===== config.mk =====
export PLATFORM = sky130hd
export DESIGN_NAME = sync_serial_shift_port
export DESIGN_NICKNAME = d
export VERILOG_FILES = /design/src/rtl/sync_serial_pkg.sv /design/src/rtl/shift_tick_if.sv /design/src/rtl/sync_serial_shift_port.sv /design/src/rtl/input_noise_filter.sv /design/src/rtl/shift_clock_divider.sv
export VERILOG_INCLUDE_DIRS = /design/src /design/src/rtl
export SDC_FILE = /design/constraint.sdc
export NUM_CORES = 1
export LEC_CHECK = 0
export ABC_AREA = 1
export BUFFER_PORTS_ARGS = -buffer_cell sky130_fd_sc_hd__clkbuf_2
export CAP_MARGIN = 20
export CORE_MARGIN = 5
export CORE_UTILIZATION = 45
export CTS_BUF_LIST = sky130_fd_sc_hd__clkbuf_4 sky130_fd_sc_hd__clkbuf_8 sky130_fd_sc_hd__clkbuf_16
export CTS_CLUSTER_SIZE = 16
export DETAILED_ROUTE_END_ITERATION = 8
export PLACE_DENSITY = 0.69
export SYNTH_ARGS = -nofsm -noshare
export SYNTH_HDL_FRONTEND = slang
export SYNTH_SLANG_ARGS = --single-unit

===== constraint.sdc =====
create_clock -name clk -period 4.9 [get_ports clk]
set_input_delay 0.245 -clock clk [delete_from_list [all_inputs] [get_ports clk]]
set_output_delay 0.245 -clock clk [all_outputs]
set_load 0.01 [all_outputs]

===== src/rtl/sync_serial_map.svh =====
// Register map, field positions, reset values and divider counts of the serial shift port.
// Assumes inclusion by the port's design files and by its bench; holds definitions and nothing else.
`ifndef SYNC_SERIAL_MAP_SVH
`define SYNC_SERIAL_MAP_SVH

// Register indices; the APB byte address is four times the index.
`define SSP_IDX_DATA       8'he0
`define SSP_IDX_FRAME      8'he1
`define SSP_IDX_CTRL       8'he2
`define SSP_IDX_ROUTE      8'hdd

// Fields of transfer_control_reg.
`define SSP_CTRL_RUN       7
`define SSP_CTRL_IRQ_EN    6
`define SSP_CTRL_CLOCK_PHASE_SELECT      5
`define SSP_CTRL_CLK_SRC   4
`define SSP_CTRL_SPIN      3
`define SSP_CTRL_EXT_START 2
`define SSP_CTRL_FILT_DIS  1
`define SSP_CTRL_CLOCK_POLARITY_SELECT      0

// Fields of the frame register.
`define SSP_FRAME_DONE     7
`define SSP_FRAME_LEN_MSB  6
`define SSP_FRAME_LEN_LSB  3
`define SSP_FRAME_RATE_MSB 2
`define SSP_FRAME_RATE_LSB 0

// Field of output_routing_reg.
`define SSP_ROUTE_EN       0

// Reset values.
`define SSP_RST_CTRL       8'h00
`define SSP_RST_FRAME      8'h00
`define SSP_RST_ROUTE      8'h00

// Core clock division that forms the base clock in master mode.
`define SSP_PRESCALE       13

`endif


===== src/rtl/sync_serial_pkg.sv =====
// Types shared by the serial shift port files.
// Assumes nothing beyond a SystemVerilog compiler.
package sync_serial_pkg;

  // Sequencer states of the shift engine.
  typedef enum logic [1:0] {
    S_IDLE  = 2'b00,
    S_ARM   = 2'b01,
    S_SHIFT = 2'b10
  } shift_state_t;

endpackage : sync_serial_pkg


===== src/rtl/shift_tick_if.sv =====
// Connection between the shift engine and its shift clock divider.
// Assumes both ends run on the same core clock.
`timescale 1ns/100ps
interface shift_tick_if;
  logic       run;   // Divider counts only while high.
  logic [2:0] rate;  // Bit rate selection.
  logic       tick;  // One-cycle pulse per shift clock half period.

  modport engine (output run, output rate, input tick);
  modport gen    (input run, input rate, output tick);
endinterface : shift_tick_if


===== src/rtl/sync_serial_shift_port.sv =====
// Synchronous serial shift port with an APB register slave, master or slave shift clock.
// Assumes an APB master on clk, pins that are asynchronous, and port logic for the plain
// I/O function of the serial output pin.
`timescale 1ns/100ps
`include "sync_serial_map.svh"

module sync_serial_shift_port (
  input  wire logic        clk,
  input  wire logic        rst,
  input  wire logic [11:0] paddr,
  input  wire logic        psel,
  input  wire logic        penable,
  input  wire logic        pwrite,
  input  wire logic [31:0] pwdata,
  output logic      [31:0] prdata,
  output logic             pready,
  output logic             pslverr,
  input  wire logic        sck_i,
  output logic             sck_o,
  output logic             sck_oe,
  input  wire logic        sin_i,
  output logic             sout_o,
  output logic             sout_oe,
  input  wire logic        port_sout_level,
  input  wire logic        port_sout_oe,
  output logic             irq
);
  logic [7:0]                  ctrl;
  logic [7:0]                  frame;
  logic [7:0]                  route;
  logic [7:0]                  shifter;
  sync_serial_pkg::shift_state_t state;
  logic [3:0]                  bit_cnt;
  logic                        sck_reg;
  logic                        sck_prev;
  logic                        sout_bit;
  logic                        sin_lvl;
  logic                        sck_lvl;
  logic                        wr_go;
  logic                        mapped;
  logic                        is_master;
  logic                        lead;
  logic                        trail;
  logic                        capture;
  logic                        change;
  logic                        last_cap;
  logic                        done_evt;
  logic                        abort_evt;
  logic                        in_bit;
  logic [3:0]                  frame_len;

  shift_tick_if tk ();

  // True when the APB address hits the register with the given index.
  function automatic logic hits(input logic [11:0] addr, input logic [7:0] idx);
    hits = (addr == {2'b00, idx, 2'b00});
  endfunction : hits

  input_noise_filter u_sin_filter (
    .clk    (clk),
    .rst    (rst),
    .pin    (sin_i),
    .bypass (ctrl[`SSP_CTRL_FILT_DIS]),
    .level  (sin_lvl)
  );

  input_noise_filter u_sck_filter (
    .clk    (clk),
    .rst    (rst),
    .pin    (sck_i),
    .bypass (ctrl[`SSP_CTRL_FILT_DIS]),
    .level  (sck_lvl)
  );

  shift_clock_divider u_divider (
    .clk (clk),
    .rst (rst),
    .tk  (tk)
  );

  // The divider runs only during a master transfer at the programmed rate.
  assign is_master = ctrl[`SSP_CTRL_CLK_SRC];
  assign tk.run    = is_master && (state == sync_serial_pkg::S_SHIFT);
  assign tk.rate   = frame[`SSP_FRAME_RATE_MSB:`SSP_FRAME_RATE_LSB];
  assign frame_len = frame[`SSP_FRAME_LEN_MSB:`SSP_FRAME_LEN_LSB];

  // APB decode; a write or read completes in the access cycle with pready high.
  assign wr_go  = psel && penable && pready && pwrite;
  assign mapped = hits(paddr, `SSP_IDX_DATA) || hits(paddr, `SSP_IDX_FRAME) ||
                  hits(paddr, `SSP_IDX_CTRL) || hits(paddr, `SSP_IDX_ROUTE);

  // Shift edges: master edges come from divider ticks, slave edges from the filtered pin.
  always_comb begin
    if (is_master) begin
      lead  = tk.tick && (sck_reg == ctrl[`SSP_CTRL_CLOCK_POLARITY_SELECT]);
      trail = tk.tick && (sck_reg != ctrl[`SSP_CTRL_CLOCK_POLARITY_SELECT]);
    end else begin
      lead  = (state == sync_serial_pkg::S_SHIFT) && (sck_lvl != sck_prev) &&
              (sck_lvl != ctrl[`SSP_CTRL_CLOCK_POLARITY_SELECT]);
      trail = (state == sync_serial_pkg::S_SHIFT) && (sck_lvl != sck_prev) &&
              (sck_lvl == ctrl[`SSP_CTRL_CLOCK_POLARITY_SELECT]);
    end
  end

  // Phase picks which edge captures and which lets the output change.
  assign capture  = ctrl[`SSP_CTRL_CLOCK_PHASE_SELECT] ? trail : lead;
  assign change   = ctrl[`SSP_CTRL_CLOCK_PHASE_SELECT] ? lead : trail;
  assign last_cap = capture && (bit_cnt == frame_len - 4'h1);
  assign in_bit   = ctrl[`SSP_CTRL_SPIN] ? sin_lvl : 1'b0;

  // The frame ends after its last bit; a master also returns its clock to idle first.
  always_comb begin
    if (is_master && !ctrl[`SSP_CTRL_CLOCK_PHASE_SELECT]) begin
      done_evt = trail && (bit_cnt == frame_len);
    end else begin
      done_evt = last_cap;
    end
  end
  assign abort_evt = (state != sync_serial_pkg::S_IDLE) && !ctrl[`SSP_CTRL_RUN];

  // Transfer control register; hardware clears run when a frame completes.
  always_ff @(posedge clk) begin
    if (rst) begin
      ctrl <= `SSP_RST_CTRL;
    end else if (wr_go && hits(paddr, `SSP_IDX_CTRL)) begin
      ctrl <= pwdata[7:0];
    end else if (done_evt) begin
      ctrl[`SSP_CTRL_RUN] <= 1'b0;
    end
  end

  // Frame register; settings are frozen during a run while the done flag set beats a clear.
  always_ff @(posedge clk) begin
    if (rst) begin
      frame <= `SSP_RST_FRAME;
    end else begin
      if (wr_go && hits(paddr, `SSP_IDX_FRAME) && !ctrl[`SSP_CTRL_RUN]) begin
        frame[`SSP_FRAME_LEN_MSB:`SSP_FRAME_RATE_LSB] <= pwdata[6:0];
      end
      if (done_evt || abort_evt) begin
        frame[`SSP_FRAME_DONE] <= 1'b1;
      end else if (wr_go && hits(paddr, `SSP_IDX_FRAME) && !pwdata[`SSP_FRAME_DONE]) begin
        frame[`SSP_FRAME_DONE] <= 1'b0;
      end
    end
  end

  // Output routing register.
  always_ff @(posedge clk) begin
    if (rst) begin
      route <= `SSP_RST_ROUTE;
    end else if (wr_go && hits(paddr, `SSP_IDX_ROUTE)) begin
      route <= pwdata[7:0];
    end
  end

  // Shift register: loaded by software when idle, shifted left on each capture edge.
  always_ff @(posedge clk) begin
    if (rst) begin
      shifter <= 8'h00;
    end else if (wr_go && hits(paddr, `SSP_IDX_DATA) && !ctrl[`SSP_CTRL_RUN]) begin
      shifter <= pwdata[7:0];
    end else if (capture) begin
      shifter <= {shifter[6:0], in_bit};
    end
  end

  // Sequencer: start at once or on the external start level, stop on completion or abort.
  always_ff @(posedge clk) begin
    if (rst) begin
      state <= sync_serial_pkg::S_IDLE;
    end else begin
      case (state)
        sync_serial_pkg::S_IDLE: begin
          if (ctrl[`SSP_CTRL_RUN]) begin
            state <= ctrl[`SSP_CTRL_EXT_START] ? sync_serial_pkg::S_ARM
                                                : sync_serial_pkg::S_SHIFT;
          end
        end
        sync_serial_pkg::S_ARM: begin
          if (abort_evt) begin
            state <= sync_serial_pkg::S_IDLE;
          end else if (sin_lvl) begin
            state <= sync_serial_pkg::S_SHIFT;
          end
        end
        sync_serial_pkg::S_SHIFT: begin
          if (abort_evt || done_evt) begin
            state <= sync_serial_pkg::S_IDLE;
          end
        end
        default: begin
          state <= sync_serial_pkg::S_IDLE;
        end
      endcase
    end
  end

  // Capture edges counted per frame; a falling input level no longer matters once shifting.
  always_ff @(posedge clk) begin
    if (rst || state != sync_serial_pkg::S_SHIFT) begin
      bit_cnt <= 4'h0;
    end else if (capture) begin
      bit_cnt <= bit_cnt + 4'h1;
    end
  end

  // Master clock level; idles at the polarity level and toggles on each tick.
  always_ff @(posedge clk) begin
    if (rst) begin
      sck_reg <= 1'b0;
    end else if (state != sync_serial_pkg::S_SHIFT) begin
      sck_reg <= ctrl[`SSP_CTRL_CLOCK_POLARITY_SELECT];
    end else if (tk.tick) begin
      sck_reg <= !sck_reg;
    end
  end

  // Previous filtered clock level for slave edge detection.
  always_ff @(posedge clk) begin
    if (rst) begin
      sck_prev <= 1'b0;
    end else begin
      sck_prev <= sck_lvl;
    end
  end

  // Serial output bit: bit 7 at load in phase zero, else on the change edges.
  always_ff @(posedge clk) begin
    if (rst) begin
      sout_bit <= 1'b0;
    end else if (state != sync_serial_pkg::S_SHIFT && !ctrl[`SSP_CTRL_CLOCK_PHASE_SELECT]) begin
      sout_bit <= shifter[7];
    end else if (change) begin
      sout_bit <= shifter[7];
    end
  end

  // Pin drivers: clock pin driven push-pull in master mode, output pin per routing bit.
  always_ff @(posedge clk) begin
    if (rst) begin
      sck_o   <= 1'b0;
      sck_oe  <= 1'b0;
      sout_o  <= 1'b0;
      sout_oe <= 1'b0;
    end else begin
      sck_o   <= sck_reg;
      sck_oe  <= is_master;
      sout_o  <= route[`SSP_ROUTE_EN] ? sout_bit : port_sout_level;
      sout_oe <= route[`SSP_ROUTE_EN] ? 1'b1 : port_sout_oe;
    end
  end

  // Interrupt request follows the done flag, gated by the enable bit.
  always_ff @(posedge clk) begin
    if (rst) begin
      irq <= 1'b0;
    end else begin
      irq <= frame[`SSP_FRAME_DONE] && ctrl[`SSP_CTRL_IRQ_EN];
    end
  end

  // APB answer: data and status are set up in the setup cycle and stand for the access cycle.
  always_ff @(posedge clk) begin
    if (rst) begin
      prdata  <= 32'h0000_0000;
      pready  <= 1'b0;
      pslverr <= 1'b0;
    end else begin
      pready  <= psel && !penable;
      pslverr <= psel && !penable && !mapped;
      if (psel && !penable && !pwrite) begin
        if (hits(paddr, `SSP_IDX_DATA)) begin
          prdata <= {24'h00_0000, shifter};
        end else if (hits(paddr, `SSP_IDX_FRAME)) begin
          prdata <= {24'h00_0000, frame};
        end else if (hits(paddr, `SSP_IDX_CTRL)) begin
          prdata <= {24'h00_0000, ctrl};
        end else begin
          prdata <= 32'h0000_0000;
        end
      end
    end
  end

  property p_reset_ctrl;
    @(posedge clk) rst |=> (ctrl == 8'h00);
  endproperty
  a_reset_ctrl: assert property (p_reset_ctrl) else $error("control register not zero after reset");

  property p_done_clears_run;
    @(posedge clk) disable iff (rst)
      (done_evt && !(wr_go && hits(paddr, `SSP_IDX_CTRL))) |=>
        (!ctrl[`SSP_CTRL_RUN] && frame[`SSP_FRAME_DONE] && state == sync_serial_pkg::S_IDLE);
  endproperty
  a_done_clears_run: assert property (p_done_clears_run) else $error("completion did not end the run");

  property p_abort_flags;
    @(posedge clk) disable iff (rst)
      abort_evt |=> (frame[`SSP_FRAME_DONE] && state == sync_serial_pkg::S_IDLE);
  endproperty
  a_abort_flags: assert property (p_abort_flags) else $error("abort did not stop and flag");

  property p_irq_masked;
    @(posedge clk) disable iff (rst)
      irq |-> ($past(ctrl[`SSP_CTRL_IRQ_EN]) && $past(frame[`SSP_FRAME_DONE]));
  endproperty
  a_irq_masked: assert property (p_irq_masked) else $error("interrupt raised while masked");

  property p_data_write_ignored;
    @(posedge clk) disable iff (rst)
      (wr_go && hits(paddr, `SSP_IDX_DATA) && ctrl[`SSP_CTRL_RUN] && !capture) |=>
        (shifter == $past(shifter));
  endproperty
  a_data_write_ignored: assert property (p_data_write_ignored) else $error("data write during run");

  property p_master_drives_clock;
    @(posedge clk) disable iff (rst)
      is_master ##1 is_master |-> sck_oe;
  endproperty
  a_master_drives_clock: assert property (p_master_drives_clock) else $error("master not driving clock");

  property p_immediate_start;
    @(posedge clk) disable iff (rst)
      (state == sync_serial_pkg::S_IDLE && ctrl[`SSP_CTRL_RUN] && !ctrl[`SSP_CTRL_EXT_START]) |=>
        (state == sync_serial_pkg::S_SHIFT);
  endproperty
  a_immediate_start: assert property (p_immediate_start) else $error("run did not start transfer");

  property p_ext_start_waits;
    @(posedge clk) disable iff (rst)
      (state == sync_serial_pkg::S_ARM && !sin_lvl && ctrl[`SSP_CTRL_RUN]) |=>
        (state == sync_serial_pkg::S_ARM);
  endproperty
  a_ext_start_waits: assert property (p_ext_start_waits) else $error("started without input level");

  property p_phase0_load;
    @(posedge clk) disable iff (rst)
      (state == sync_serial_pkg::S_IDLE && !ctrl[`SSP_CTRL_CLOCK_PHASE_SELECT]) ##1 (state == sync_serial_pkg::S_SHIFT) |->
        (sout_bit == $past(shifter[7]));
  endproperty
  a_phase0_load: assert property (p_phase0_load) else $error("bit 7 not shown at load");

  property p_route_output;
    @(posedge clk) disable iff (rst)
      route[`SSP_ROUTE_EN] |=> (sout_oe && sout_o == $past(sout_bit));
  endproperty
  a_route_output: assert property (p_route_output) else $error("shifter not routed to output");
endmodule : sync_serial_shift_port


===== src/rtl/input_noise_filter.sv =====
// Two-stage synchroniser with an optional glitch filter for one pin.
// Assumes an asynchronous pin level and one core clock.
`timescale 1ns/100ps
module input_noise_filter (
  input  wire logic clk,
  input  wire logic rst,
  input  wire logic pin,
  input  wire logic bypass,
  output logic      level
);
  logic sync_a;
  logic sync_b;
  logic sync_c;

  // Bring the pin into the clock domain; only the second stage reads the first.
  always_ff @(posedge clk) begin
    if (rst) begin
      sync_a <= 1'b0;
      sync_b <= 1'b0;
      sync_c <= 1'b0;
    end else begin
      sync_a <= pin;
      sync_b <= sync_a;
      sync_c <= sync_b;
    end
  end

  // A new level is taken only once it has held for two samples, so one-cycle pulses vanish.
  always_ff @(posedge clk) begin
    if (rst) begin
      level <= 1'b0;
    end else if (bypass) begin
      level <= sync_b;
    end else if (sync_b == sync_c) begin
      level <= sync_b;
    end
  end
endmodule : input_noise_filter


===== src/rtl/shift_clock_divider.sv =====
// Master shift clock divider: core clock by the prescale, then by the bit rate ratio.
// Assumes the engine holds run low outside a master transfer, which restarts the counts.
`timescale 1ns/100ps
`include "sync_serial_map.svh"
module shift_clock_divider #(
  parameter int PRESCALE = `SSP_PRESCALE
) (
  input  wire logic clk,
  input  wire logic rst,
  shift_tick_if.gen tk
);
  logic [7:0] pre_cnt;
  logic [8:0] rate_cnt;
  logic       pre_wrap;

  // Refuse at elaboration a prescale that the eight-bit counter cannot hold.
  if (PRESCALE < 1 || PRESCALE > 256) begin : g_bad_prescale
    $error("shift_clock_divider: PRESCALE must lie between 1 and 256");
  end

  // Ratio of base clock periods per tick for each rate code.
  function automatic logic [8:0] rate_ratio(input logic [2:0] code);
    rate_ratio = (code == 3'h7) ? 9'h100 : (9'h001 << code);
  endfunction : rate_ratio

  assign pre_wrap = (pre_cnt == 8'(PRESCALE - 1));

  // Count core cycles into base clock steps and base steps into ticks.
  always_ff @(posedge clk) begin
    if (rst || !tk.run) begin
      pre_cnt  <= 8'h00;
      rate_cnt <= 9'h000;
      tk.tick  <= 1'b0;
    end else begin
      tk.tick <= 1'b0;
      pre_cnt <= pre_wrap ? 8'h00 : pre_cnt + 8'h01;
      if (pre_wrap) begin
        if (rate_cnt == rate_ratio(tk.rate) - 9'h001) begin
          rate_cnt <= 9'h000;
          tk.tick  <= 1'b1;
        end else begin
          rate_cnt <= rate_cnt + 9'h001;
        end
      end
    end
  end
endmodule : shift_clock_divider


# After elaboration in Yosys (flattened, before gate mapping)
# Cells that the tools add are included.
# Widths: inputs -> output; s select.
# word_totals
inputBits,53
elab_cells,144
reg_bits,99
out_inout_bits,39
# op_classes
muxes,34
shifts,1
n_bitwise,1
eq_ne,22
n_reduce_logical,51
addsub,5
# ops
op,count
$eq 12x10->1 const B,4
$mux 8,5
$logic_and 1x1->1,25
$mux 1,21
$mux 9,2
$reduce_bool 2->1,8
$mux 2,5
$add 9x1->9 const B,1
$eq 9x9->1,1
$shl 1x3->9 const A,1
$sub 9x1->9 const B,1
$add 8x1->8 const B,1
$eq 4x4->1,2
$eq 8x4->1 const B,1
$logic_not 1->1,8
$logic_or 1x1->1,6
$pmux 2 s3,1
$add 4x1->4 const B,1
$eq 1x1->1,4
$ne 2x2->1 const B,2
$reduce_or 2->1,2
$sub 4x1->4 const B,1
$eq 3x3->1 const B,1
$ne 1x1->1,3
other kinds (7),7

# Longest topological paths before layout
# depth
depth_word,10
ltp_mapped,14
ltp_nobuf,13

# Modules after synthesis
# A second synthesis with hierarchy kept.
# unflattened
hier_cells,596
hier_area_um2,4207.8
# by_module_without_submodules
module,cells_each,seq_area_each_um2,n_inst,area_per_inst_um2
sync_serial_shift_port,374,980.9,1,2701.3
shift_clock_divider,184,360.3,1,1233.7
input_noise_filter,19,80.1,2,136.4

# Worst setup path before layout
# No wires, ideal clock.
# synth_timing
path_kind,reg-to-reg
startpoint,register frame[2]
endpoint,register u_divider.rate_cnt[8]
setup_slack_ps,3149
required_time_ps,4784
setup_time_ps,116
arrival_ps,1634
path_buffers,0
period_less_slack_ps,1751
stages_incl_launch_ff,12
cell_sequence,dfxtp_1 -> inv_2 -> nand3_1 -> ha_1 -> xor2_1 -> nand2_1 -> nor3_1 -> nand3_1 -> nor2_1 -> nand3_1 -> nand2_2 -> a21oi_1
# synth_via
elab_chain_cells,5
word_cells_on_any_way,6
cone_classes,add/sub: 1; eq/ne: 2; shift: 1; mux: 2
# synth_rtl
element,line_no,text
"start, declared",sync_serial_shift_port.sv:29,logic [7:0] frame;
"start signal, assigned",sync_serial_shift_port.sv:135,frame <= `SSP_RST_FRAME;
"start signal, assigned by index",sync_serial_shift_port.sv:138,frame[`SSP_FRAME_LEN_MSB:`SSP_FRAME_RATE_LSB] <= pwdata[6:0];
$eq 3x3->1 or $shl 1x3->9 (tied branches),shift_clock_divider.sv:23,rate_ratio = (code == 3'h7) ? 9'h100 : (9'h001 << code);
$mux 9 *,shift_clock_divider.sv:23,
$sub 9x1->9 *,shift_clock_divider.sv:38,if (rate_cnt == rate_ratio(tk.rate) - 9'h001) begin
$eq 9x9->1 *,shift_clock_divider.sv:38,
$mux 9 *,shift_clock_divider.sv:38,
"end signal, assigned",shift_clock_divider.sv:42,rate_cnt <= rate_cnt + 9'h001;
"end, declared",shift_clock_divider.sv:13,logic [8:0] rate_cnt;
# Mark *: on every way between the ends. The rest lies on a longest branch, timed or not.
# A chain may end at the register's enable or synchronous reset.

# Final worst setup path
# Same ends and word-level chain as after synthesis.

==> results_dict.tcl <==
set metrics [dict create \
    outcome "finished, final reports clean" \
    grt_pass1_wl_um 14250 \
    rrSetupSlack_ns 2.88 \
    dieArea_sq_um 10550 \
    grtUsageTotal 0.1697 \
    numCtsBuffers 9 \
    cp-start-kind "flip-flop" \
    critical_path_class "reg -> reg" \
    grt_pass1_vias 3224 \
    die_w_um 102.7 \
    synthSimpleGateAreaFrac 0.2831 \
    path_clk_slew_ns 0.08 \
    hp-class "in -> reg" \
    fin_crit_sh 0.4126 \
    synth_area_leaders "dfxtp_1, nand2_1, inv_1, nor2_1, buf_4" \
    clockBufferDepth 2 \
    peakVddDrop_mv 0.1814 \
    worst_pin_slew_ns 0.8161 \
    yosys_warnings 0 \
    arrival_ns 2.27 \
    cts.sinks 75 \
    post-place-ws_ns 2.886 \
    vias_per_cell 5.024 \
    finalHoldViolCount 0 \
    critPathCaptureType "flip-flop" \
    maxCapViolations 0 \
    die_y_um 102.7 \
    synthXorXnorAreaFrac 0.05435 \
    tns_ns 0 \
    routedWlPerCell_um 12.74 \
    post-route-drc-count 0 \
    instances_no_fill 677 \
    cp_max_fo 6 \
    syn_area_sq_um 3867 \
    cts.repair.resized 0 \
    ys.flop_type "dfxtp_1" \
    antennaDiodeCount 0 \
    placed_cell_area_sq_um 4074 \
    synthAdderAreaFrac 0.01941 \
    rsz0062_at_grt "no" \
    power.total_uw 1255 \
    synth_common_cells "nand2_1, dfxtp_1, inv_1" \
    yosys.area.top_type_share 0.3882 \
    grt_max_degree 30 \
    grt_remaining_overflow 0 \
    synth-edff-count 0 \
    clock_latency_ns 0.36 \
    slew_headroom 0.4539 \
    nets 626 \
    synth.distinct_cells 46 \
    syn_inst 522 \
    synth.largest_area_cell "dfxtp_1" \
    synth-seq-area-share 0.3882 \
    start_util 0.4660 \
    place.port_buffers 43 \
    cts_root_buf "clkbuf_8" \
    leakage_uw 0.001789 \
    drt_wl_total_um 8622 \
    finalInstanceArea_sq_um 4322 \
    area_growth_pct 11.74 \
    largest_reg_flops 9 \
    avgSynthCellArea_sq_um 7.409 \
    largest_register "u_divider.rate_cnt" \
    gp_congestion 0.8631 \
    powerDensity_nw_per_um2 290.5 \
    cts_tree "yes" \
    clock-skew-final_ns 0.01057 \
    drtPass1Iterations 5 \
    htreeDepth 3 \
    layout_min_cycle_time_ns 2.022 \
    synth_most_common_cell "nand2_1" \
    post_cts_buffers 0 \
    ant_nets 0 \
    design.core.area_sq_um 8299 \
    rows 33 \
    dp.cells 661 \
    place_hpwl_um 6576 \
    async_reset_ff_frac 0 \
    required_ns 5.15 \
    layout-drive-gt1-share 0.1538 \
    synthMuxAreaShare 0 \
    synth_seq_cells 75 \
    synth-compound-area-share 0.1275 \
    antenna_found_initial 0 \
    ctsHoldBuffers 0 \
    synth_top_family_by_area "simple AND/OR/NAND/NOR gates" \
    max_freq_ghz 0.4947 \
    drt_iter0_markers 110 \
    vias 3401 \
    final.setup.worst_slack_ns 2.878 \
    report.final.slew_viol_count 0 \
    setup_viol 0 \
    io_pins 92 \
]
==> critical path, cell delays in order (launching register included) <==
cell and delay, ns:
dfxtp_1 0.52, inv_2 0.11, nand3_1 0.14, ha_1 0.25, xor2_1 0.13, nand2_1 0.07, nor3_1 0.17, nand3_1 0.09
nor2_1 0.13, nand3_1 0.12, nand2_2 0.13, a21oi_1 0.05
==> per-layer routing <==
layer / part of all wire / wire [um] / track usage / vias up
li1: - / - / - / 1749
met1: 0.43 / 3687 / 0.1997 / 1546
met2: 0.50 / 4274 / 0.2979 / 95
met3: 0.065 / 558 / 0.04330 / 11
met4: 0.012 / 102 / 0.06054 / 0
met5: 0 / 0 / 0 / -
==> cells in the final DEF (no fill, tap or decap), types with 10 or more instances in the layout <==
| cell type | netlist | final |
|---|---|---|
| inv_1 | 63 | 63 |
| dfxtp_1 | 75 | 75 |
| xnor2_1 | 10 | 10 |
| nand3_1 | 37 | 37 |
| a31oi_1 | 11 | 11 |
| conb_1 | 1 | 24 |
| clkbuf_2 | 0 | 43 |
| a21oi_1 | 23 | 23 |
| o21ai_0 | 29 | 29 |
| nor2_1 | 61 | 61 |
| xor2_1 | 14 | 14 |
| nand2_1 | 88 | 88 |
==> path summary, 6_finish.rpt <==
kind,depth (start not counted),from,end
setup / recovery,11,frame[2],u_divider.rate_cnt[8]
hold / removal,3,sck_i,u_sck_filter.sync_a
hold reg to reg,2,u_sin_filter.sync_a,u_sin_filter.sync_b
setup reg to reg,11,frame[2],u_divider.rate_cnt[8]
==> cells by family (layout without fill, tap and decap cells) <==
| logic type | Yosys count | count (layout) |
|---|---|---|
| AO/OA/AOI/OAI | 84 | 84 |
| adder cells (fa/ha/maj) | 6 | 6 |
| buffers and inverters | 102 | 129 |
| flip-flops | 75 | 75 |
| other | 1 | 24 |
| XOR/XNOR | 24 | 24 |
| AND/OR/NAND/NOR | 230 | 230 |
==> area by class of cell <==
| cell class | count | area, sq um |
|---|---|---|
| Fill cell | 815 | 3978 |
| Clock buffer | 9 | 123.9 |
| Timing Repair Buffer | 43 | 215.2 |
| Tap cell | 105 | 131.4 |
| Sequential cell | 75 | 1501 |
| Inverter | 70 | 262.8 |
| Clock inverter | 7 | 123.9 |
| Multi-Input combinational cell | 368 | 1963 |
==> where the power goes <==
group	total (uW)	leakage [uW]	switching, uW	internal, uW
combinational	53.6	0.00106	36.7	16.9
clock	584	0.000120	241	342
sequential	618	0.000607	2.59	616
==> metrics by stage <==
stage | hold WS (ns) | utilization
floorplan | 0.3520 | -
global placement | 0.3925 | 0.4909
detailed placement | 0.3993 | 0.4909
CTS | 0.06322 | 0.5207
global route | 0.06641 | 0.5207
finish | 0.07886 | 0.5207
Power figures use the tool's default switching activity.
